`src/rtl/adcc_pkg.sv`:
```
// shared constants and types of the converter control block
package adcc_pkg;
   // register indices; byte address is four times the index
   localparam logic [7:0] IDX_CC0 = 8'h1f;
   localparam logic [7:0] IDX_RESH = 8'h1e;
   localparam logic [7:0] IDX_RESL = 8'h9e;
   localparam logic [7:0] IDX_CC1 = 8'h9f;
   localparam logic [7:0] IDX_IRQ_STAT = 8'h20;
   localparam logic [7:0] IDX_IRQ_CLR = 8'h21;
   localparam logic [7:0] IDX_IRQ_EN = 8'h22;
   // field positions of control register 0
   localparam int CC0_CLK_LSB = 6;
   localparam int CC0_CH_LSB = 3;
   localparam int CC0_GO_BIT = 2;
   localparam int CC0_PWR_BIT = 0;
   // field positions of control register 1
   localparam int CC1_FMT_BIT = 7;
   localparam int CC1_PCFG_LSB = 0;
   // values after reset
   localparam logic [7:0] CC0_RESET = 8'h00;
   localparam logic [7:0] CC1_RESET = 8'h00;
   // analog pin masks chosen by port_config bits 3:2
   localparam logic [7:0] MASK_ALL = 8'hff;
   localparam logic [7:0] MASK_LOW5 = 8'h1f;
   localparam logic [7:0] MASK_LOW3 = 8'h07;
   localparam logic [7:0] MASK_NONE = 8'h00;
   localparam int PIN_VREF_HI = 3;
   localparam int PIN_VREF_LO = 2;
   // conversion clock choices
   typedef enum logic [1:0] {
      CLK_DIV2 = 2'b00,
      CLK_DIV8 = 2'b01,
      CLK_DIV32 = 2'b10,
      CLK_RC = 2'b11
   } adcc_clk_sel_t;
   localparam logic [8:0] DIV2_CYC = 9'h002;
   localparam logic [8:0] DIV8_CYC = 9'h008;
   localparam logic [8:0] DIV32_CYC = 9'h020;
   // timing: system clock and internal rc period
   localparam int CLK_HZ = 50_000_000;
   localparam int RC_TAD_NS = 4000;
   localparam int RC_TAD_CYC = RC_TAD_NS / (1_000_000_000 / CLK_HZ);
   localparam int RES_BITS = 10;
   localparam int CONV_TADS = 12;
   // successive approximation sequencer states
   typedef enum logic [1:0] {
      SAR_IDLE = 2'b00,
      SAR_SAMPLE = 2'b01,
      SAR_CONV = 2'b10,
      SAR_FIN = 2'b11
   } adcc_sar_state_t;
endpackage

```
`src/rtl/adcc_tad_gen.sv`:
```
// conversion clock enable divider
module adcc_tad_gen #(
   parameter int RC_DIV = adcc_pkg::RC_TAD_CYC
) (
   input wire logic clk_in,
   input wire logic arst_n_in,
   input wire logic [1:0] clk_sel_in,
   input wire logic run_in,
   input wire logic restart_in,
   output logic tad_en_out
);
   // counter is 9 bits wide
   generate
      if (RC_DIV < 2 || RC_DIV > 511)
      begin : g_bad_div
         $error("rc divide out of range");
      end
   endgenerate
   logic [8:0] cnt_r; // cycles into the current period
   logic [8:0] div_last; // last count of the period
   // period per clock select code
   assign div_last = (clk_sel_in == adcc_pkg::CLK_DIV2) ? adcc_pkg::DIV2_CYC - 9'h001 :
                     (clk_sel_in == adcc_pkg::CLK_DIV8) ? adcc_pkg::DIV8_CYC - 9'h001 :
                     (clk_sel_in == adcc_pkg::CLK_DIV32) ? adcc_pkg::DIV32_CYC - 9'h001 :
                     9'(RC_DIV - 1);
   assign tad_en_out = run_in & (cnt_r >= div_last);
   // restart aligns the first period to the start
   always_ff @(posedge clk_in or negedge arst_n_in)
   begin
      if (!arst_n_in)
         cnt_r <= 9'h000;
      else if (restart_in || tad_en_out)
         cnt_r <= 9'h000;
      else if (run_in)
         cnt_r <= cnt_r + 9'h001;
   end
endmodule // adcc_tad_gen

```
`src/rtl/adcc_sar.sv`:
```
// successive approximation sequencer, twelve periods per result
module adcc_sar #(
   parameter int RES = adcc_pkg::RES_BITS
) (
   input wire logic clk_in,
   input wire logic arst_n_in,
   input wire logic start_in,
   input wire logic abort_in,
   input wire logic tad_en_in,
   input wire logic cmp_in,
   output logic busy_out,
   output logic sample_out,
   output logic done_out,
   output logic [RES-1:0] trial_out
);
   generate
      if (RES < 2)
      begin : g_bad_res
         $error("resolution too small");
      end
   endgenerate
   adcc_pkg::adcc_sar_state_t st_r; // sequencer state
   logic [RES-1:0] onehot_r; // bit under trial
   logic [RES-1:0] trial_r; // trial code, also the result
   logic done_r; // completion pulse
   logic [3:0] tads_r; // periods seen, for checking only
   assign busy_out = (st_r != adcc_pkg::SAR_IDLE);
   assign sample_out = (st_r == adcc_pkg::SAR_SAMPLE);
   assign done_out = done_r;
   assign trial_out = trial_r;
   // one period sample, one per bit, one to finish
   always_ff @(posedge clk_in or negedge arst_n_in)
   begin
      if (!arst_n_in)
      begin
         st_r <= adcc_pkg::SAR_IDLE;
         onehot_r <= '0;
         trial_r <= '0;
         done_r <= 1'b0;
      end
      else
      begin
         done_r <= 1'b0;
         if (abort_in)
            st_r <= adcc_pkg::SAR_IDLE;
         else if (start_in)
         begin
            st_r <= adcc_pkg::SAR_SAMPLE;
            trial_r <= '0;
         end
         else if (tad_en_in)
         begin
            case (st_r)
               adcc_pkg::SAR_SAMPLE:
               begin
                  // hold from here on; try the top bit
                  st_r <= adcc_pkg::SAR_CONV;
                  onehot_r <= {1'b1, {(RES-1){1'b0}}};
                  trial_r <= {1'b1, {(RES-1){1'b0}}};
               end
               adcc_pkg::SAR_CONV:
               begin
                  // comparator high keeps the trial bit
                  trial_r <= (cmp_in ? trial_r : (trial_r & ~onehot_r)) | (onehot_r >> 1);
                  onehot_r <= onehot_r >> 1;
                  if (onehot_r[0])
                     st_r <= adcc_pkg::SAR_FIN;
               end
               adcc_pkg::SAR_FIN:
               begin
                  st_r <= adcc_pkg::SAR_IDLE;
                  done_r <= 1'b1;
               end
               default:
                  st_r <= adcc_pkg::SAR_IDLE;
            endcase
         end
      end
   end
   // periods since start, watched by the check below
   always_ff @(posedge clk_in or negedge arst_n_in)
   begin
      if (!arst_n_in)
         tads_r <= 4'h0;
      else if (start_in)
         tads_r <= 4'h0;
      else if (busy_out && tad_en_in)
         tads_r <= tads_r + 4'h1;
   end
endmodule // adcc_sar

```
`src/rtl/adcc_ctrl.sv`:
```
// converter control block with avalon register slave
//
// Function
// - five or eight analog inputs per variant
// - selected input charges sample stage, then held
// - successive approximation gives ten-bit result
// - software picks references from supply or pins
// - converts in sleep only on rc clock
// - bits 7-6 pick conversion clock
// - bits 5-3 pick analog channel 0-7; the five-input variant keeps the old channel for codes 5-7
// - writing go with power on starts conversion
// - hardware clears go at completion
// - control 0 bit 1 reads zero
// - control 1 sets pins analog or digital
// - low result byte readable, undefined after reset
// - conversion lasts at least twelve periods
// - port read gives zero on analog pins
module adcc_ctrl #(
   parameter int NUM_CH = 8,
   parameter int RC_DIV = adcc_pkg::RC_TAD_CYC
) (
   input wire logic clk_in,
   input wire logic arst_n_in,
   input wire logic [9:0] avs_address_in,
   input wire logic avs_read_in,
   input wire logic avs_write_in,
   input wire logic [31:0] avs_writedata_in,
   input wire logic [3:0] avs_byteenable_in,
   output logic [31:0] avs_readdata_out,
   output logic avs_waitrequest_out,
   output logic irq_out,
   input wire logic sleep_in,
   input wire logic cmp_in,
   input wire logic [7:0] port_pins_in,
   output logic [7:0] port_read_out,
   output logic [2:0] chan_sel_out,
   output logic sample_out,
   output logic hold_out,
   output logic [9:0] dac_out,
   output logic power_on_out,
   output logic vref_hi_pin_out,
   output logic vref_lo_pin_out,
   output logic [7:0] analog_mask_out
);
   // only the two documented variants are served
   generate
      if (NUM_CH != 5 && NUM_CH != 8)
      begin : g_bad_ch
         $error("channel count must be 5 or 8");
      end
   endgenerate

   localparam logic [3:0] NUM_CH_W = 4'(NUM_CH);

   // control register 0 fields
   logic [1:0] clk_sel_r; // conversion clock select
   logic [2:0] chan_field_r; // channel select as written
   logic [2:0] chan_act_r; // channel actually routed
   logic go_r; // go/done flag
   logic pwr_r; // converter power
   // control register 1 fields
   logic fmt_r; // result format select
   logic [3:0] pcfg_r; // port configuration
   // result, deliberately left without reset
   logic [9:0] res_r;
   // interrupt registers
   logic irq_stat_r; // sticky completion flag
   logic irq_en_r; // completion enable
   // bus slave state
   logic ack_r; // second cycle of an access
   logic [7:0] rdata_r; // registered read data
   logic [7:0] port_rd_r; // registered port read

   // bus decode
   logic req; // any access pending
   logic wr_acc; // write taking effect now
   logic [7:0] idx; // word index
   logic [7:0] wd; // write byte
   logic sel_cc0;
   logic sel_cc1;
   logic sel_resh;
   logic sel_resl;
   logic sel_stat;
   logic sel_clr;
   logic sel_en;
   logic wr_cc0;
   logic wr_cc1;
   logic wr_clr;
   logic wr_en;

   assign req = avs_read_in | avs_write_in;
   // one wait cycle on every access, so read data can come from a flop
   assign avs_waitrequest_out = req & ~ack_r;
   assign wr_acc = avs_write_in & ack_r & avs_byteenable_in[0];
   assign idx = avs_address_in[9:2];
   assign wd = avs_writedata_in[7:0];
   assign sel_cc0 = (idx == adcc_pkg::IDX_CC0);
   assign sel_cc1 = (idx == adcc_pkg::IDX_CC1);
   assign sel_resh = (idx == adcc_pkg::IDX_RESH);
   assign sel_resl = (idx == adcc_pkg::IDX_RESL);
   assign sel_stat = (idx == adcc_pkg::IDX_IRQ_STAT);
   assign sel_clr = (idx == adcc_pkg::IDX_IRQ_CLR);
   assign sel_en = (idx == adcc_pkg::IDX_IRQ_EN);
   assign wr_cc0 = wr_acc & sel_cc0;
   assign wr_cc1 = wr_acc & sel_cc1;
   assign wr_clr = wr_acc & sel_clr;
   assign wr_en = wr_acc & sel_en;

   // conversion control
   logic sar_busy;
   logic sar_done;
   logic sar_sample;
   logic [9:0] sar_trial;
   logic tad_en;
   logic tad_run;
   logic start;
   logic abort;
   logic wd_go;
   logic wd_pwr;
   logic rc_sel;
   logic [2:0] wd_chan;

   assign wd_go = wd[adcc_pkg::CC0_GO_BIT];
   assign wd_pwr = wd[adcc_pkg::CC0_PWR_BIT];
   assign wd_chan = wd[adcc_pkg::CC0_CH_LSB +: 3];
   assign rc_sel = (clk_sel_r == adcc_pkg::CLK_RC);
   // start needs power already on and kept on
   assign start = wr_cc0 & wd_go & wd_pwr & pwr_r & (~go_r | sar_done);
   // clearing go or power mid conversion drops it
   assign abort = wr_cc0 & go_r & ~sar_done & (~wd_go | ~wd_pwr);
   // in sleep only the rc clock keeps running
   assign tad_run = pwr_r & sar_busy & (~sleep_in | rc_sel);

   adcc_tad_gen #(
      .RC_DIV(RC_DIV)
   ) u_tad (
      .clk_in(clk_in),
      .arst_n_in(arst_n_in),
      .clk_sel_in(clk_sel_r),
      .run_in(tad_run),
      .restart_in(start),
      .tad_en_out(tad_en)
   );

   adcc_sar #(
      .RES(adcc_pkg::RES_BITS)
   ) u_sar (
      .clk_in(clk_in),
      .arst_n_in(arst_n_in),
      .start_in(start),
      .abort_in(abort),
      .tad_en_in(tad_en),
      .cmp_in(cmp_in),
      .busy_out(sar_busy),
      .sample_out(sar_sample),
      .done_out(sar_done),
      .trial_out(sar_trial)
   );

   // control register 0; hardware clear loses to a fresh start
   always_ff @(posedge clk_in or negedge arst_n_in)
   begin
      if (!arst_n_in)
      begin
         clk_sel_r <= adcc_pkg::CC0_RESET[adcc_pkg::CC0_CLK_LSB +: 2];
         chan_field_r <= adcc_pkg::CC0_RESET[adcc_pkg::CC0_CH_LSB +: 3];
         go_r <= adcc_pkg::CC0_RESET[adcc_pkg::CC0_GO_BIT];
         pwr_r <= adcc_pkg::CC0_RESET[adcc_pkg::CC0_PWR_BIT];
      end
      else
      begin
         if (wr_cc0)
         begin
            clk_sel_r <= wd[adcc_pkg::CC0_CLK_LSB +: 2];
            chan_field_r <= wd_chan;
            pwr_r <= wd_pwr;
         end
         if (start)
            go_r <= 1'b1;
         else if (sar_done || abort)
            go_r <= 1'b0;
      end
   end

   // routed channel; codes past the variant keep the old one
   always_ff @(posedge clk_in or negedge arst_n_in)
   begin
      if (!arst_n_in)
         chan_act_r <= adcc_pkg::CC0_RESET[adcc_pkg::CC0_CH_LSB +: 3];
      else if (wr_cc0 && ({1'b0, wd_chan} < NUM_CH_W))
         chan_act_r <= wd_chan;
   end

   // control register 1
   always_ff @(posedge clk_in or negedge arst_n_in)
   begin
      if (!arst_n_in)
      begin
         fmt_r <= adcc_pkg::CC1_RESET[adcc_pkg::CC1_FMT_BIT];
         pcfg_r <= adcc_pkg::CC1_RESET[adcc_pkg::CC1_PCFG_LSB +: 4];
      end
      else if (wr_cc1)
      begin
         fmt_r <= wd[adcc_pkg::CC1_FMT_BIT];
         pcfg_r <= wd[adcc_pkg::CC1_PCFG_LSB +: 4];
      end
   end

   // result capture; no reset, contents undefined until first result
   always_ff @(posedge clk_in)
   begin
      if (sar_done)
         res_r <= sar_trial;
   end

   // sticky flag: a completion in the clear cycle survives
   always_ff @(posedge clk_in or negedge arst_n_in)
   begin
      if (!arst_n_in)
      begin
         irq_stat_r <= 1'b0;
         irq_en_r <= 1'b0;
      end
      else
      begin
         irq_stat_r <= sar_done | (irq_stat_r & ~(wr_clr & wd[0]));
         if (wr_en)
            irq_en_r <= wd[0];
      end
   end
   assign irq_out = irq_stat_r & irq_en_r;

   // pin configuration: analog mask and reference pins
   logic [7:0] mask_base;
   logic [7:0] mask_var;
   logic [7:0] ref_pins;
   assign mask_base = (pcfg_r[3:2] == 2'b00) ? adcc_pkg::MASK_ALL :
                      (pcfg_r[3:2] == 2'b01) ? adcc_pkg::MASK_LOW5 :
                      (pcfg_r[3:2] == 2'b10) ? adcc_pkg::MASK_LOW3 :
                      adcc_pkg::MASK_NONE;
   assign mask_var = (NUM_CH == 8) ? adcc_pkg::MASK_ALL : adcc_pkg::MASK_LOW5;
   // a pin serving as reference is no longer an input channel
   assign ref_pins = ({7'h00, pcfg_r[0]} << adcc_pkg::PIN_VREF_HI)
                   | ({7'h00, pcfg_r[1]} << adcc_pkg::PIN_VREF_LO);
   assign analog_mask_out = mask_base & mask_var & ~ref_pins;
   assign vref_hi_pin_out = pcfg_r[0];
   assign vref_lo_pin_out = pcfg_r[1];

   // analog pins read as low on the port
   always_ff @(posedge clk_in or negedge arst_n_in)
   begin
      if (!arst_n_in)
         port_rd_r <= 8'h00;
      else
         port_rd_r <= port_pins_in & ~analog_mask_out;
   end
   assign port_read_out = port_rd_r;

   // analog side controls
   assign chan_sel_out = chan_act_r;
   assign sample_out = sar_sample;
   assign hold_out = sar_busy & ~sar_sample;
   assign dac_out = sar_trial;
   assign power_on_out = pwr_r;

   // read data mux
   logic [7:0] cc0_rd;
   logic [7:0] cc1_rd;
   logic [7:0] resh_rd;
   logic [7:0] resl_rd;
   logic [7:0] rd_mux;
   assign cc0_rd = {clk_sel_r, chan_field_r, go_r, 1'b0, pwr_r};
   assign cc1_rd = {fmt_r, 3'b000, pcfg_r};
   // right justified when format bit set, else left justified
   assign resh_rd = fmt_r ? {6'h00, res_r[9:8]} : res_r[9:2];
   assign resl_rd = fmt_r ? res_r[7:0] : {res_r[1:0], 6'h00};
   assign rd_mux = sel_cc0 ? cc0_rd :
                   sel_cc1 ? cc1_rd :
                   sel_resh ? resh_rd :
                   sel_resl ? resl_rd :
                   sel_stat ? {7'h00, irq_stat_r} :
                   sel_en ? {7'h00, irq_en_r} :
                   8'h00;

   // bus slave: first cycle loads data, second releases waitrequest
   always_ff @(posedge clk_in or negedge arst_n_in)
   begin
      if (!arst_n_in)
      begin
         ack_r <= 1'b0;
         rdata_r <= 8'h00;
      end
      else
      begin
         ack_r <= req & ~ack_r;
         if (avs_read_in && !ack_r)
            rdata_r <= rd_mux;
      end
   end
   assign avs_readdata_out = {24'h000000, rdata_r};
endmodule // adcc_ctrl

```
`config.mk`:
```
export PLATFORM = sky130hd
export DESIGN_NAME = adcc_ctrl
export DESIGN_NICKNAME = d
export VERILOG_FILES = /design/src/rtl/adcc_pkg.sv /design/src/rtl/adcc_tad_gen.sv /design/src/rtl/adcc_sar.sv /design/src/rtl/adcc_ctrl.sv
export SDC_FILE = /design/constraint.sdc
export NUM_CORES = 1
export LEC_CHECK = 0
export BUFFER_PORTS_ARGS = -buffer_cell sky130_fd_sc_hd__buf_2
export CAP_MARGIN = 30
export CORE_ASPECT_RATIO = 0.5
export CORE_MARGIN = 2
export CORE_UTILIZATION = 30
export CTS_BUF_LIST = sky130_fd_sc_hd__clkbuf_8
export CTS_CLUSTER_DIAMETER = 100
export CTS_CLUSTER_SIZE = 16
export DETAILED_ROUTE_END_ITERATION = 10
export GPL_ROUTABILITY_DRIVEN = 0
export GPL_TIMING_DRIVEN = 0
export PLACE_DENSITY = 0.49
export SKIP_CTS_REPAIR_TIMING = 1
export SYNTH_ARGS = -nofsm -noshare
export SYNTH_HDL_FRONTEND = slang
export SYNTH_SLANG_ARGS = --single-unit
```
`constraint.sdc`:
```
create_clock -name clk_in -period 3.3 [get_ports clk_in]
set_clock_uncertainty 0.2 [all_clocks]
set_input_delay 0.33 -clock clk_in [delete_from_list [all_inputs] [get_ports clk_in]]
set_output_delay 0.33 -clock clk_in [all_outputs]
set_load 0.005 [all_outputs]
```
==> run_summary.xml, run 1 <==
<?xml version="1.0" encoding="UTF-8"?>
<metrics>
  <group name="place">
    <metric name="placedInstanceArea" unit="sq mm">0.004519</metric>
    <metric name="dpl.hpwl" unit="um">7139</metric>
    <metric name="portBuffers" unit="">73</metric>
    <metric name="placed_cells_incl_taps" unit="">642</metric>
  </group>
  <group name="cts">
    <metric name="numClockSinks" unit="">73</metric>
    <metric name="ctsLongestPathBuffers" unit="">2</metric>
    <metric name="cts_tree" unit="">yes</metric>
    <metric name="cts_max_level" unit="">3</metric>
    <metric name="clk-insertion-delay-late" unit="ns">0.36</metric>
    <metric name="cts_buffers" unit="">9</metric>
    <metric name="clockRootBuffer" unit="">clkbuf_8</metric>
    <metric name="clk_pin_slew_worst_paths" unit="ns">0.09</metric>
  </group>
  <group name="grt">
    <metric name="grt_max_degree" unit="">64</metric>
    <metric name="gr-total-overflow" unit="">0</metric>
    <metric name="wire_length_of_the_first_global_routing_pass" unit="um">15200</metric>
    <metric name="initial_antenna_violation_count" unit="">0</metric>
    <metric name="globalRouteTotalUtil" unit="%">14.22</metric>
    <metric name="grt_pass1_vias" unit="">2920</metric>
  </group>
  <group name="worst_setup_path">
    <metric name="timing.setup.critical_path_class" unit="">reg2reg</metric>
    <metric name="worstPathArrival" unit="ns">3.03</metric>
    <metric name="worstPathMaxFanout" unit="">10</metric>
    <metric name="crit_required" unit="ns">3.37</metric>
    <metric name="worst_r2r_endpoint" unit="">u_sar.trial_out[0]</metric>
    <metric name="worst_r2r_startpoint" unit="">clk_sel_r[1]</metric>
    <metric name="worst_reg2reg_path_length_in_cells" unit="">8</metric>
    <metric name="cp-start-kind" unit="">flop</metric>
    <metric name="reg2reg_setup_slack" unit="ns">0.34</metric>
    <metric name="cp-end-kind" unit="">flop</metric>
  </group>
  <group name="yosys">
    <metric name="post_synth_and_or_nand_nor_area_fraction" unit="%">16.88</metric>
    <metric name="synthesis.area" unit="sq mm">0.003847</metric>
    <metric name="synth_ff_type" unit="">dfrtp_1</metric>
    <metric name="synth.distinct_cells" unit="">65</metric>
    <metric name="ys_seq_area_share" unit="%">48.78</metric>
    <metric name="synth_compound_area_share" unit="%">16.78</metric>
    <metric name="synth_enable_flop_cells" unit="">10</metric>
    <metric name="postSynthRegisterBits" unit="">73</metric>
    <metric name="synthCells" unit="">375</metric>
    <metric name="combinational_family_with_the_most_area_after_synthesis" unit="">simple AND/OR/NAND/NOR gates</metric>
    <metric name="number_of_warnings_issued_by_yosys" unit="">0</metric>
    <metric name="synth_async_sr_flop_share" unit="%">86.30</metric>
    <metric name="synthXorXnorAreaFrac" unit="%">0.2276</metric>
    <metric name="syn_area_per_cell" unit="sq um">10.26</metric>
    <metric name="muxShareOfSynthArea" unit="%">5.431</metric>
    <metric name="synth_fa_ha_area_share" unit="%">3.577</metric>
  </group>
  <group name="min_path">
    <metric name="hold_path_depth" unit="">2</metric>
    <metric name="hold_wc_path_type" unit="">in2reg</metric>
    <metric name="holdCritStartpoint" unit="">port_pins_in[2]</metric>
    <metric name="min_delay_worst_endpoint" unit="">port_read_out[2]</metric>
  </group>
  <group name="layout">
    <metric name="layout-area-overhead-vs-synth" unit="%">24.88</metric>
    <metric name="layout-drive-gt1-share" unit="%">27.31</metric>
    <metric name="final.fill_count" unit="">1315</metric>
    <metric name="final_common_cell" unit="">buf_2</metric>
    <metric name="most-common-layout-cells" unit="">buf_2 (77), dfrtp_1 (63), nand2_1 (50)</metric>
    <metric name="final_area" unit="sq mm">0.004805</metric>
    <metric name="final_cells" unit="">668</metric>
    <metric name="sequential_cell_area" unit="sq mm">0.001877</metric>
    <metric name="finalNetCount" unit="">564</metric>
    <metric name="multi_input_comb_area" unit="sq mm">0.001748</metric>
    <metric name="antenna_cells_inserted" unit="">0</metric>
  </group>
  <group name="timing">
    <metric name="worst-slew-pin-transition" unit="ns">0.8375</metric>
    <metric name="slew_violations" unit="">0</metric>
    <metric name="top_achievable_clock_speed" unit="MHz">337.6</metric>
    <metric name="setup_violations" unit="">0</metric>
    <metric name="final_min_period_over_clock_period" unit="%">89.77</metric>
    <metric name="hold_ws" unit="ns">-0.01696</metric>
    <metric name="setup_total_negative_slack" unit="ns">0</metric>
    <metric name="max_slew_margin" unit="%">43.38</metric>
    <metric name="period_minus_slack" unit="ns">2.962</metric>
    <metric name="unrepaired_setup_endpoints_after_global_routing" unit="">false</metric>
    <metric name="finalHoldViolations" unit="">2</metric>
  </group>
  <group name="run">
    <metric name="timing.max_cap.violations" unit="">0</metric>
  </group>
  <group name="drt">
    <metric name="drt_pre_antenna_iters" unit="">4</metric>
    <metric name="wl_per_cell" unit="um">14.26</metric>
    <metric name="drt_drc_violations_left" unit="">0</metric>
    <metric name="num_vias" unit="">3153</metric>
    <metric name="finalWirelength" unit="um">9528</metric>
    <metric name="drt.antenna.violating_nets" unit="">0</metric>
    <metric name="routed_via_density" unit="">4.720</metric>
    <metric name="drt_first_iter_violations" unit="">171</metric>
  </group>
  <group name="pwr">
    <metric name="vdd_drop_max" unit="V">0.0001862</metric>
    <metric name="pwr_density_cell" unit="mW/mm^2">357.4</metric>
    <metric name="power.static_leakage" unit="nW">2.268</metric>
  </group>
  <group name="floorplanning">
    <metric name="top_level_ports" unit="">128</metric>
    <metric name="die_ht" unit="um">84.08</metric>
    <metric name="die_x" unit="um">164.2</metric>
    <metric name="design.die.area" unit="sq mm">0.01380</metric>
    <metric name="initial_utilization" unit="%">30.56</metric>
    <metric name="rows" unit="">29</metric>
    <metric name="floorplan.core_area" unit="sq mm">0.01259</metric>
  </group>
  <group name="status">
    <metric name="result_of_the_run" unit="">complete, but fails checks</metric>
    <metric name="failed_checks" unit="">hold timing</metric>
  </group>
</metrics>
[worst max-delay path, cell delays in order (launching register included)]
cell and delay, ns:
dfrtp_1 0.49, nand2_1 0.16, ha_1 0.33, a21o_1 0.19
a211o_1 0.32, a211oi_4 0.38, clkbuf_1 0.43, o21ai_0 0.15
a21boi_0 0.21
[power by group]
part / switching [W] / internal, W / total, W
Sequential: 0.0000102 / 0.000925 / 0.000935
Combinational: 0.0000709 / 0.0000677 / 0.000139
Clock: 0.000366 / 0.000278 / 0.000644
[synthesized netlist by cell type, types with 8 or more instances]
| cell | count | area [sq um] |
|---|---|---|
| ha_1 | 11 | 137.6 |
| a21oi_1 | 14 | 70.07 |
| edfxtp_1 | 10 | 300.3 |
| o2bb2ai_1 | 8 | 70.07 |
| nor2_1 | 16 | 60.06 |
| buf_4 | 27 | 202.7 |
| o21ai_0 | 18 | 90.09 |
| and3_1 | 9 | 56.30 |
| nor2b_1 | 8 | 50.05 |
| dfrtp_1 | 63 | 1577 |
| nand2_1 | 50 | 187.7 |
| a31oi_1 | 8 | 50.05 |
| a221o_1 | 8 | 80.08 |
| inv_1 | 17 | 63.81 |
| mux2i_1 | 13 | 130.1 |
[cell families (layout without fill, tap and decap cells)]
kind of cell,count (synthesis),in the layout
AO/OA/AOI/OAI,90,90
XOR/XNOR,1,1
adder cells (fa/ha/maj),11,11
buffers and inverters,56,156
flip-flops,73,73
multiplexers,20,20
other,1,24
AND/OR/NAND/NOR,123,123
[state kept, by name, indices dropped and copies added, names as in the netlist]
| name | flops |
|---|---|
| u_sar.onehot_r | 10 |
| irq_stat_r | 1 |
| u_sar.done_out | 1 |
| irq_en_r | 1 |
| u_tad.cnt_r | 9 |
| u_sar.st_r | 2 |
| go_r | 1 |
| chan_sel_out | 3 |
| ack_r | 1 |
| power_on_out | 1 |
| fmt_r | 1 |
| clk_sel_r | 2 |
| res_r | 10 |
| u_sar.trial_out | 10 |
| rdata_r | 8 |
| port_read_out | 8 |
| pcfg_r | 4 |
[worst max-delay path by stage]
| stage | start | end | slack, ns | cells past startpoint |
|---|---|---|---|---|
| floorplan | clk_sel_r[0] | u_sar.onehot_r[9] | 0.75 | 8 |
| global placement | clk_sel_r[0] | u_sar.trial_out[0] | 0.23 | 8 |
| detailed placement | clk_sel_r[0] | u_sar.trial_out[0] | 0.23 | 8 |
| CTS | clk_sel_r[0] | u_sar.trial_out[0] | 0.21 | 8 |
| global route | clk_sel_r[0] | u_sar.st_r[1] | 0.06 | 8 |
| finish | clk_sel_r[1] | u_sar.trial_out[0] | 0.34 | 8 |
[layout make-up]
| class | count | area share [%] |
|---|---|---|
| flip-flops and latches | 73 | 39.06 |
| multi-input cells | 269 | 36.38 |
| repair buffers | 84 | 9.844 |
| plain buffers | 39 | 5.260 |
| well taps | 170 | 4.427 |
| clock buffers | 9 | 2.578 |
| inverters | 17 | 1.328 |
| clock inverters | 7 | 1.120 |
[routing by layer]
layer  global-route usage [%]  vias to the layer above  share of wire (%)
met5                        0                        -                  0
met4                    3.589                        0                1.0
met3                    3.974                        9                7.0
met2                    21.91                      100                 45
met1                    19.66                     1474                 47
li1                         -                     1570                  -
[through the flow]
step	setup WS, ns	total power [W]	util, %
6_report	0.3378	0.001717	38.16
5_1_grt	0.06283	0.001806	38.16
4_1_cts	0.2063	0.001735	37.31
3_5_place_dp	0.2306	0.001085	35.89
3_3_place_gp	0.2314	0.001083	35.83
2_1_floorplan	0.7518	0.001016	-
Power figures use the tool's default switching activity.
==> inputs of run 2 (changes only) <==
Settings changed: CORE_UTILIZATION 30 to 23, PLACE_DENSITY 0.49 to 0.4.
==> run 2 against run 1 <==
Effect of this change:
- the flow now finishes without violations
- sequential power is essentially flat
- critical path depth is the same
- power grew 2.9%
- global-route usage shrank 1.6 points
- count of clock-buffer cells in the layout is the same
- register-to-register slack gained 0.02 ns
- first-iteration DRC count grew 15%
- clock power grew 7.0%
- utilization shrank 8.1 points
- sequential share of layout area shrank 0.88 points
- maximum frequency grew 0.59%
- non-clock buffer count grew 3
- critical path type unchanged
- critical endpoint unchanged
==> run_summary.xml, run 2 (same netlist as run 1, synthesis figures left out) <==
<?xml version="1.0" encoding="UTF-8"?>
<metrics>
  <group name="status">
    <metric name="result_of_the_run" unit="">finished, final reports clean</metric>
  </group>
  <group name="worst_setup_path">
    <metric name="cp-end-kind" unit="">flop</metric>
    <metric name="crit_required" unit="ns">3.38</metric>
    <metric name="reg2reg_setup_slack" unit="ns">0.36</metric>
    <metric name="worst_r2r_startpoint" unit="">clk_sel_r[0]</metric>
    <metric name="timing.setup.critical_path_class" unit="">reg2reg</metric>
    <metric name="worstPathMaxFanout" unit="">10</metric>
    <metric name="worstPathArrival" unit="ns">3.02</metric>
    <metric name="worst_r2r_endpoint" unit="">u_sar.trial_out[0]</metric>
    <metric name="cp-start-kind" unit="">flop</metric>
    <metric name="worst_reg2reg_path_length_in_cells" unit="">8</metric>
  </group>
  <group name="run">
    <metric name="timing.max_cap.violations" unit="">0</metric>
  </group>
  <group name="drt">
    <metric name="drt_first_iter_violations" unit="">196</metric>
    <metric name="drt.antenna.violating_nets" unit="">0</metric>
    <metric name="routed_via_density" unit="">4.397</metric>
    <metric name="num_vias" unit="">3201</metric>
    <metric name="drt_pre_antenna_iters" unit="">4</metric>
    <metric name="finalWirelength" unit="um">10860</metric>
    <metric name="drt_drc_violations_left" unit="">0</metric>
    <metric name="wl_per_cell" unit="um">14.92</metric>
  </group>
  <group name="grt">
    <metric name="grt_pass1_vias" unit="">3115</metric>
    <metric name="initial_antenna_violation_count" unit="">0</metric>
    <metric name="grt_max_degree" unit="">64</metric>
    <metric name="gr-total-overflow" unit="">0</metric>
    <metric name="globalRouteTotalUtil" unit="%">12.60</metric>
    <metric name="wire_length_of_the_first_global_routing_pass" unit="um">17270</metric>
  </group>
  <group name="place">
    <metric name="portBuffers" unit="">73</metric>
    <metric name="dpl.hpwl" unit="um">8031</metric>
    <metric name="place_worst_setup_slack" unit="ns">0.2212</metric>
  </group>
  <group name="cts">
    <metric name="cts_tree" unit="">yes</metric>
    <metric name="clockRootBuffer" unit="">clkbuf_8</metric>
    <metric name="cts_max_level" unit="">3</metric>
    <metric name="cts_buffers" unit="">9</metric>
    <metric name="numClockSinks" unit="">73</metric>
    <metric name="ctsLongestPathBuffers" unit="">2</metric>
    <metric name="clk_pin_slew_worst_paths" unit="ns">0.08</metric>
    <metric name="clk-insertion-delay-late" unit="ns">0.36</metric>
  </group>
  <group name="layout">
    <metric name="finalNetCount" unit="">567</metric>
    <metric name="antenna_cells_inserted" unit="">0</metric>
    <metric name="layout-area-overhead-vs-synth" unit="%">27.74</metric>
    <metric name="final_common_cell" unit="">buf_2</metric>
    <metric name="most-common-layout-cells" unit="">buf_2 (77), dfrtp_1 (63), nand2_1 (50)</metric>
    <metric name="layout-drive-gt1-share" unit="%">26.75</metric>
    <metric name="final_core_utilization" unit="%">30.06</metric>
  </group>
  <group name="timing">
    <metric name="top_achievable_clock_speed" unit="MHz">339.6</metric>
    <metric name="period_minus_slack" unit="ns">2.945</metric>
    <metric name="final_min_period_over_clock_period" unit="%">89.24</metric>
    <metric name="unrepaired_setup_endpoints_after_global_routing" unit="">false</metric>
    <metric name="slew_violations" unit="">0</metric>
    <metric name="max_slew_margin" unit="%">43.13</metric>
    <metric name="finalHoldViolations" unit="">0</metric>
    <metric name="setup_total_negative_slack" unit="ns">0</metric>
    <metric name="hold_ws" unit="ns">0.01614</metric>
    <metric name="worst_slack" unit="ns">0.3551</metric>
    <metric name="worst-slew-pin-transition" unit="ns">0.8461</metric>
    <metric name="setup_violations" unit="">0</metric>
  </group>
  <group name="min_path">
    <metric name="hold_path_depth" unit="">2</metric>
    <metric name="min_delay_worst_endpoint" unit="">port_read_out[6]</metric>
    <metric name="holdCritStartpoint" unit="">port_pins_in[6]</metric>
    <metric name="hold_wc_path_type" unit="">in2reg</metric>
  </group>
  <group name="pwr">
    <metric name="power.static_leakage" unit="nW">2.284</metric>
    <metric name="vdd_drop_max" unit="V">0.0001369</metric>
    <metric name="post-layout-total-power" unit="W">0.001766</metric>
    <metric name="pwr_density_cell" unit="mW/mm^2">359.4</metric>
  </group>
  <group name="floorplanning">
    <metric name="design.die.area" unit="sq mm">0.01784</metric>
    <metric name="floorplan.core_area" unit="sq mm">0.01635</metric>
    <metric name="initial_utilization" unit="%">23.53</metric>
    <metric name="die_x" unit="um">186.9</metric>
    <metric name="top_level_ports" unit="">128</metric>
    <metric name="rows" unit="">33</metric>
    <metric name="die_ht" unit="um">95.46</metric>
  </group>
</metrics>
-- run 2: how the worst max path moves through the flow --
stage / startpoint / end / slack [ns] / cells past startpoint
2_1_floorplan: clk_sel_r[0] / u_sar.onehot_r[9] / 0.75 / 8
3_3_place_gp: clk_sel_r[0] / u_sar.trial_out[0] / 0.13 / 8
3_5_place_dp: clk_sel_r[0] / u_sar.st_r[1] / 0.22 / 8
4_1_cts: clk_sel_r[0] / u_sar.trial_out[0] / 0.13 / 8
5_1_grt: clk_sel_r[0] / u_tad.cnt_r[4] / 0.09 / 8
6_report: clk_sel_r[0] / u_sar.trial_out[0] / 0.36 / 8
-- run 2: per-stage QoR --
step,cells,area (sq um)
final,728,4915
after global routing,728,4915
after CTS,715,4777
after detailed placement,699,4591
after global placement,698,4583
after floorplan,398,3934
-- run 2: worst max-delay path, cell delays in order, from the launching register on --
cell and delay (ns):
dfrtp_1 0.48, nand2_1 0.16, ha_1 0.34, a21o_1 0.18
a211o_1 0.32, a211oi_4 0.41, clkbuf_1 0.44, o21ai_0 0.15
a21boi_0 0.18
-- run 2: routing by layer --
metal	vias up	share of wire (%)	GRT usage, %
met5	-	0	0
met3	9	4.5	3.276
met1	1548	51	17.36
met2	87	44	19.80
li1	1557	-	-
met4	0	0.95	3.108
-- run 2: layout make-up --
type	count	area, sq um
clock inverter	7	62.56
buffer	39	252.7
inverter	17	63.81
clock buffer	9	123.9
fill	1767	11440
sequential	73	1877
tap	227	284.0
timing repair buffer	87	503.0
multi-input combinational	269	1748
-- run 2: where the power goes --
part           leakage [nW]  switching, W  internal [W]
Clock                0.0939      0.000348      0.000341
Sequential            0.870     0.0000101      0.000925
Combinational          1.32     0.0000724     0.0000700
==> inputs of run 3 (changes only) <==
Settings changed: ABC_AREA from default to 1, PLACE_DENSITY 0.4 to 0.51.
==> run 3 against run 2 <==
Effect of this change:
- combinational power grew 4%
- sequential share of layout area shrank 2.7 points
- count of clock-buffer cells in the layout is the same
- via count grew 9.3%
- synthesized cell count grew 38%
- hold slack gained 0.022 ns
- sequential cell count is the same
- utilization is essentially flat
- sequential power shrank 0.4%
- die area grew 8.8%
- critical path type unchanged
==> run_summary.xml, run 3 <==
<?xml version="1.0" encoding="UTF-8"?>
<metrics>
  <group name="yosys">
    <metric name="syn_area_per_cell" unit="sq um">8.106</metric>
    <metric name="yosys.area.top_type_share" unit="%">37.54</metric>
    <metric name="synth_top_cells_by_area" unit="">dfrtp_1 (38%), nand2_1 (13%), edfxtp_1 (7.2%), inv_1 (6.3%), buf_4 (5.0%)</metric>
    <metric name="synthDominantAreaCellType" unit="">dfrtp_1</metric>
    <metric name="synthesis.area" unit="sq mm">0.004199</metric>
    <metric name="post_synth_most_frequent_cells" unit="">nand2_1 (140), inv_1 (71), dfrtp_1 (63), nor2_1 (45)</metric>
    <metric name="ys_seq_area_share" unit="%">44.70</metric>
    <metric name="synthCells" unit="">518</metric>
    <metric name="synth.distinct_cells" unit="">41</metric>
    <metric name="number_of_warnings_issued_by_yosys" unit="">0</metric>
    <metric name="postSynthRegisterBits" unit="">73</metric>
    <metric name="yosys.cell_count.top_type" unit="">nand2_1</metric>
    <metric name="synth_ff_type" unit="">dfrtp_1</metric>
    <metric name="synth_async_sr_flop_share" unit="%">86.30</metric>
    <metric name="synth_enable_flop_cells" unit="">10</metric>
  </group>
  <group name="drt">
    <metric name="finalWirelength" unit="um">10330</metric>
    <metric name="num_vias" unit="">3500</metric>
    <metric name="drt_first_iter_violations" unit="">192</metric>
    <metric name="wl_per_cell" unit="um">11.80</metric>
    <metric name="drt_drc_violations_left" unit="">0</metric>
    <metric name="routed_via_density" unit="">4.000</metric>
    <metric name="drt_pre_antenna_iters" unit="">4</metric>
    <metric name="drt.antenna.violating_nets" unit="">0</metric>
  </group>
  <group name="run">
    <metric name="timing.max_cap.violations" unit="">0</metric>
  </group>
  <group name="floorplanning">
    <metric name="initial_utilization" unit="%">23.84</metric>
    <metric name="die_x" unit="um">195.1</metric>
    <metric name="top_level_ports" unit="">128</metric>
    <metric name="design.die.area" unit="sq mm">0.01942</metric>
    <metric name="floorplan.core_area" unit="sq mm">0.01761</metric>
    <metric name="die_ht" unit="um">99.54</metric>
    <metric name="rows" unit="">34</metric>
  </group>
  <group name="grt">
    <metric name="initial_antenna_violation_count" unit="">0</metric>
    <metric name="globalRouteTotalUtil" unit="%">11.03</metric>
    <metric name="wire_length_of_the_first_global_routing_pass" unit="um">16970</metric>
    <metric name="grt_max_degree" unit="">64</metric>
    <metric name="grt_pass1_vias" unit="">3312</metric>
    <metric name="gr-total-overflow" unit="">0</metric>
  </group>
  <group name="layout">
    <metric name="final.fill_count" unit="">1940</metric>
    <metric name="most-common-layout-cells" unit="">nand2_1 (140), buf_2 (74), inv_1 (72)</metric>
    <metric name="final_common_cell" unit="">nand2_1</metric>
    <metric name="final_cells" unit="">875</metric>
    <metric name="layout-drive-gt1-share" unit="%">24.34</metric>
    <metric name="finalNetCount" unit="">707</metric>
    <metric name="antenna_cells_inserted" unit="">0</metric>
    <metric name="final_area" unit="sq mm">0.005294</metric>
    <metric name="layout-area-overhead-vs-synth" unit="%">26.07</metric>
  </group>
  <group name="timing">
    <metric name="max_slew_margin" unit="%">44.36</metric>
    <metric name="period_minus_slack" unit="ns">2.267</metric>
    <metric name="slew_violations" unit="">0</metric>
    <metric name="setup_total_negative_slack" unit="ns">0</metric>
    <metric name="final_min_period_over_clock_period" unit="%">68.70</metric>
    <metric name="setup_violations" unit="">0</metric>
    <metric name="worst-slew-pin-transition" unit="ns">0.8346</metric>
    <metric name="unrepaired_setup_endpoints_after_global_routing" unit="">false</metric>
    <metric name="top_achievable_clock_speed" unit="MHz">441.1</metric>
    <metric name="finalHoldViolations" unit="">0</metric>
  </group>
  <group name="cts">
    <metric name="cts_max_level" unit="">3</metric>
    <metric name="ctsLongestPathBuffers" unit="">2</metric>
    <metric name="numClockSinks" unit="">73</metric>
    <metric name="clk-insertion-delay-late" unit="ns">0.35</metric>
    <metric name="cts_buffers" unit="">9</metric>
    <metric name="cts_tree" unit="">yes</metric>
    <metric name="clockRootBuffer" unit="">clkbuf_8</metric>
    <metric name="clk_pin_slew_worst_paths" unit="ns">0.08</metric>
  </group>
  <group name="status">
    <metric name="result_of_the_run" unit="">finished, final reports clean</metric>
  </group>
  <group name="pwr">
    <metric name="vdd_drop_max" unit="V">0.0002045</metric>
    <metric name="power.static_leakage" unit="nW">2.784</metric>
    <metric name="pwr_density_cell" unit="mW/mm^2">366.4</metric>
  </group>
  <group name="worst_setup_path">
    <metric name="timing.setup.critical_path_class" unit="">reg2reg</metric>
    <metric name="cp-end-kind" unit="">flop</metric>
    <metric name="worstPathMaxFanout" unit="">10</metric>
    <metric name="cp-start-kind" unit="">flop</metric>
    <metric name="crit_required" unit="ns">3.35</metric>
    <metric name="worstPathArrival" unit="ns">2.32</metric>
  </group>
  <group name="place">
    <metric name="portBuffers" unit="">74</metric>
    <metric name="placedInstanceArea" unit="sq mm">0.004951</metric>
    <metric name="dpl.hpwl" unit="um">7874</metric>
    <metric name="placed_cells_incl_taps" unit="">849</metric>
  </group>
  <group name="min_path">
    <metric name="hold_wc_path_type" unit="">in2reg</metric>
  </group>
</metrics>
run 3: final timing paths:
path                            cells after the start  slack, ns                 from                  to
worst min-delay path                                3       0.04  avs_writedata_in[6]        clk_sel_r[0]
max in group asynchronous                           2       1.93            arst_n_in          rdata_r[5]
worst max-delay path                               13       1.03         clk_sel_r[0]  u_sar.trial_out[8]
worst max register to register                     13       1.03         clk_sel_r[0]  u_sar.trial_out[8]
min in group asynchronous                           2       0.40            arst_n_in   u_sar.onehot_r[4]
worst min register to register                      2       0.28           rdata_r[7]          rdata_r[7]
run 3: layer usage:
metal	GRT usage (%)	wire, um	up-vias
li1	-	-	1820
met3	2.815	304	8
met2	17.66	4737	59
met5	0	0	-
met4	3.347	133	0
met1	14.74	5149	1613
run 3: cell type report:
cell class | count | area, sq um | share of cell area (%)
multi-input combinational | 358 | 1851 | 34.96
tap | 234 | 292.8 | 5.531
buffer | 38 | 287.8 | 5.436
inverter | 72 | 270.3 | 5.105
clock buffer | 9 | 123.9 | 2.340
clock inverter | 7 | 118.9 | 2.245
sequential | 73 | 1877 | 35.45
timing repair buffer | 84 | 473.0 | 8.934
run 3: where the power goes:
| group | internal (W) | leakage, nW | switching [W] |
|---|---|---|---|
| Sequential | 0.000923 | 0.840 | 0.00000839 |
| Combinational | 0.0000653 | 1.82 | 0.0000818 |
| Clock | 0.000503 | 0.121 | 0.000358 |
| Total | 0.00149 | 2.78 | 0.000449 |
run 3: metrics by stage:
stage	util [%]	worst slack (ns)	hold slack, ns	total power, W
after global routing	30.06	0.8065	0.02610	0.002032
after floorplan	-	1.322	-0.1656	0.001020
after detailed placement	28.11	1.002	0.2664	0.001089
after CTS	29.49	0.9971	-0.1073	0.001967
final	30.06	1.033	0.03830	0.001940
after global placement	28.10	1.024	0.2672	0.001088
run 3: worst max-delay path, cell delays in order (launching register included):
cell and delay, ns:
dfrtp_1 0.40, inv_1 0.12, nand2_1 0.10, ha_1 0.31, nand2_1 0.07, nor2_1 0.10
nand3_1 0.08, nand3_1 0.10, nand2_2 0.09, nand2_2 0.21, nand2_4 0.13, buf_12 0.17
nand2_2 0.06, o21ai_2 0.05
run 3: cells by family (layout without fill, tap and decap cells):
group / count (synthesis) / after routing / share of synthesized area (%)
compound gates: 72 / 72 / 10.40
xor+xnor: 4 / 4 / 0.8342
fa+ha+maj: 11 / 11 / 3.278
buf+inv: 110 / 210 / 13.29
flops: 73 / 73 / 44.70
mux: 2 / 2 / 0.5363
other cells: 1 / 24 / 0.08931
simple gates: 245 / 245 / 26.88
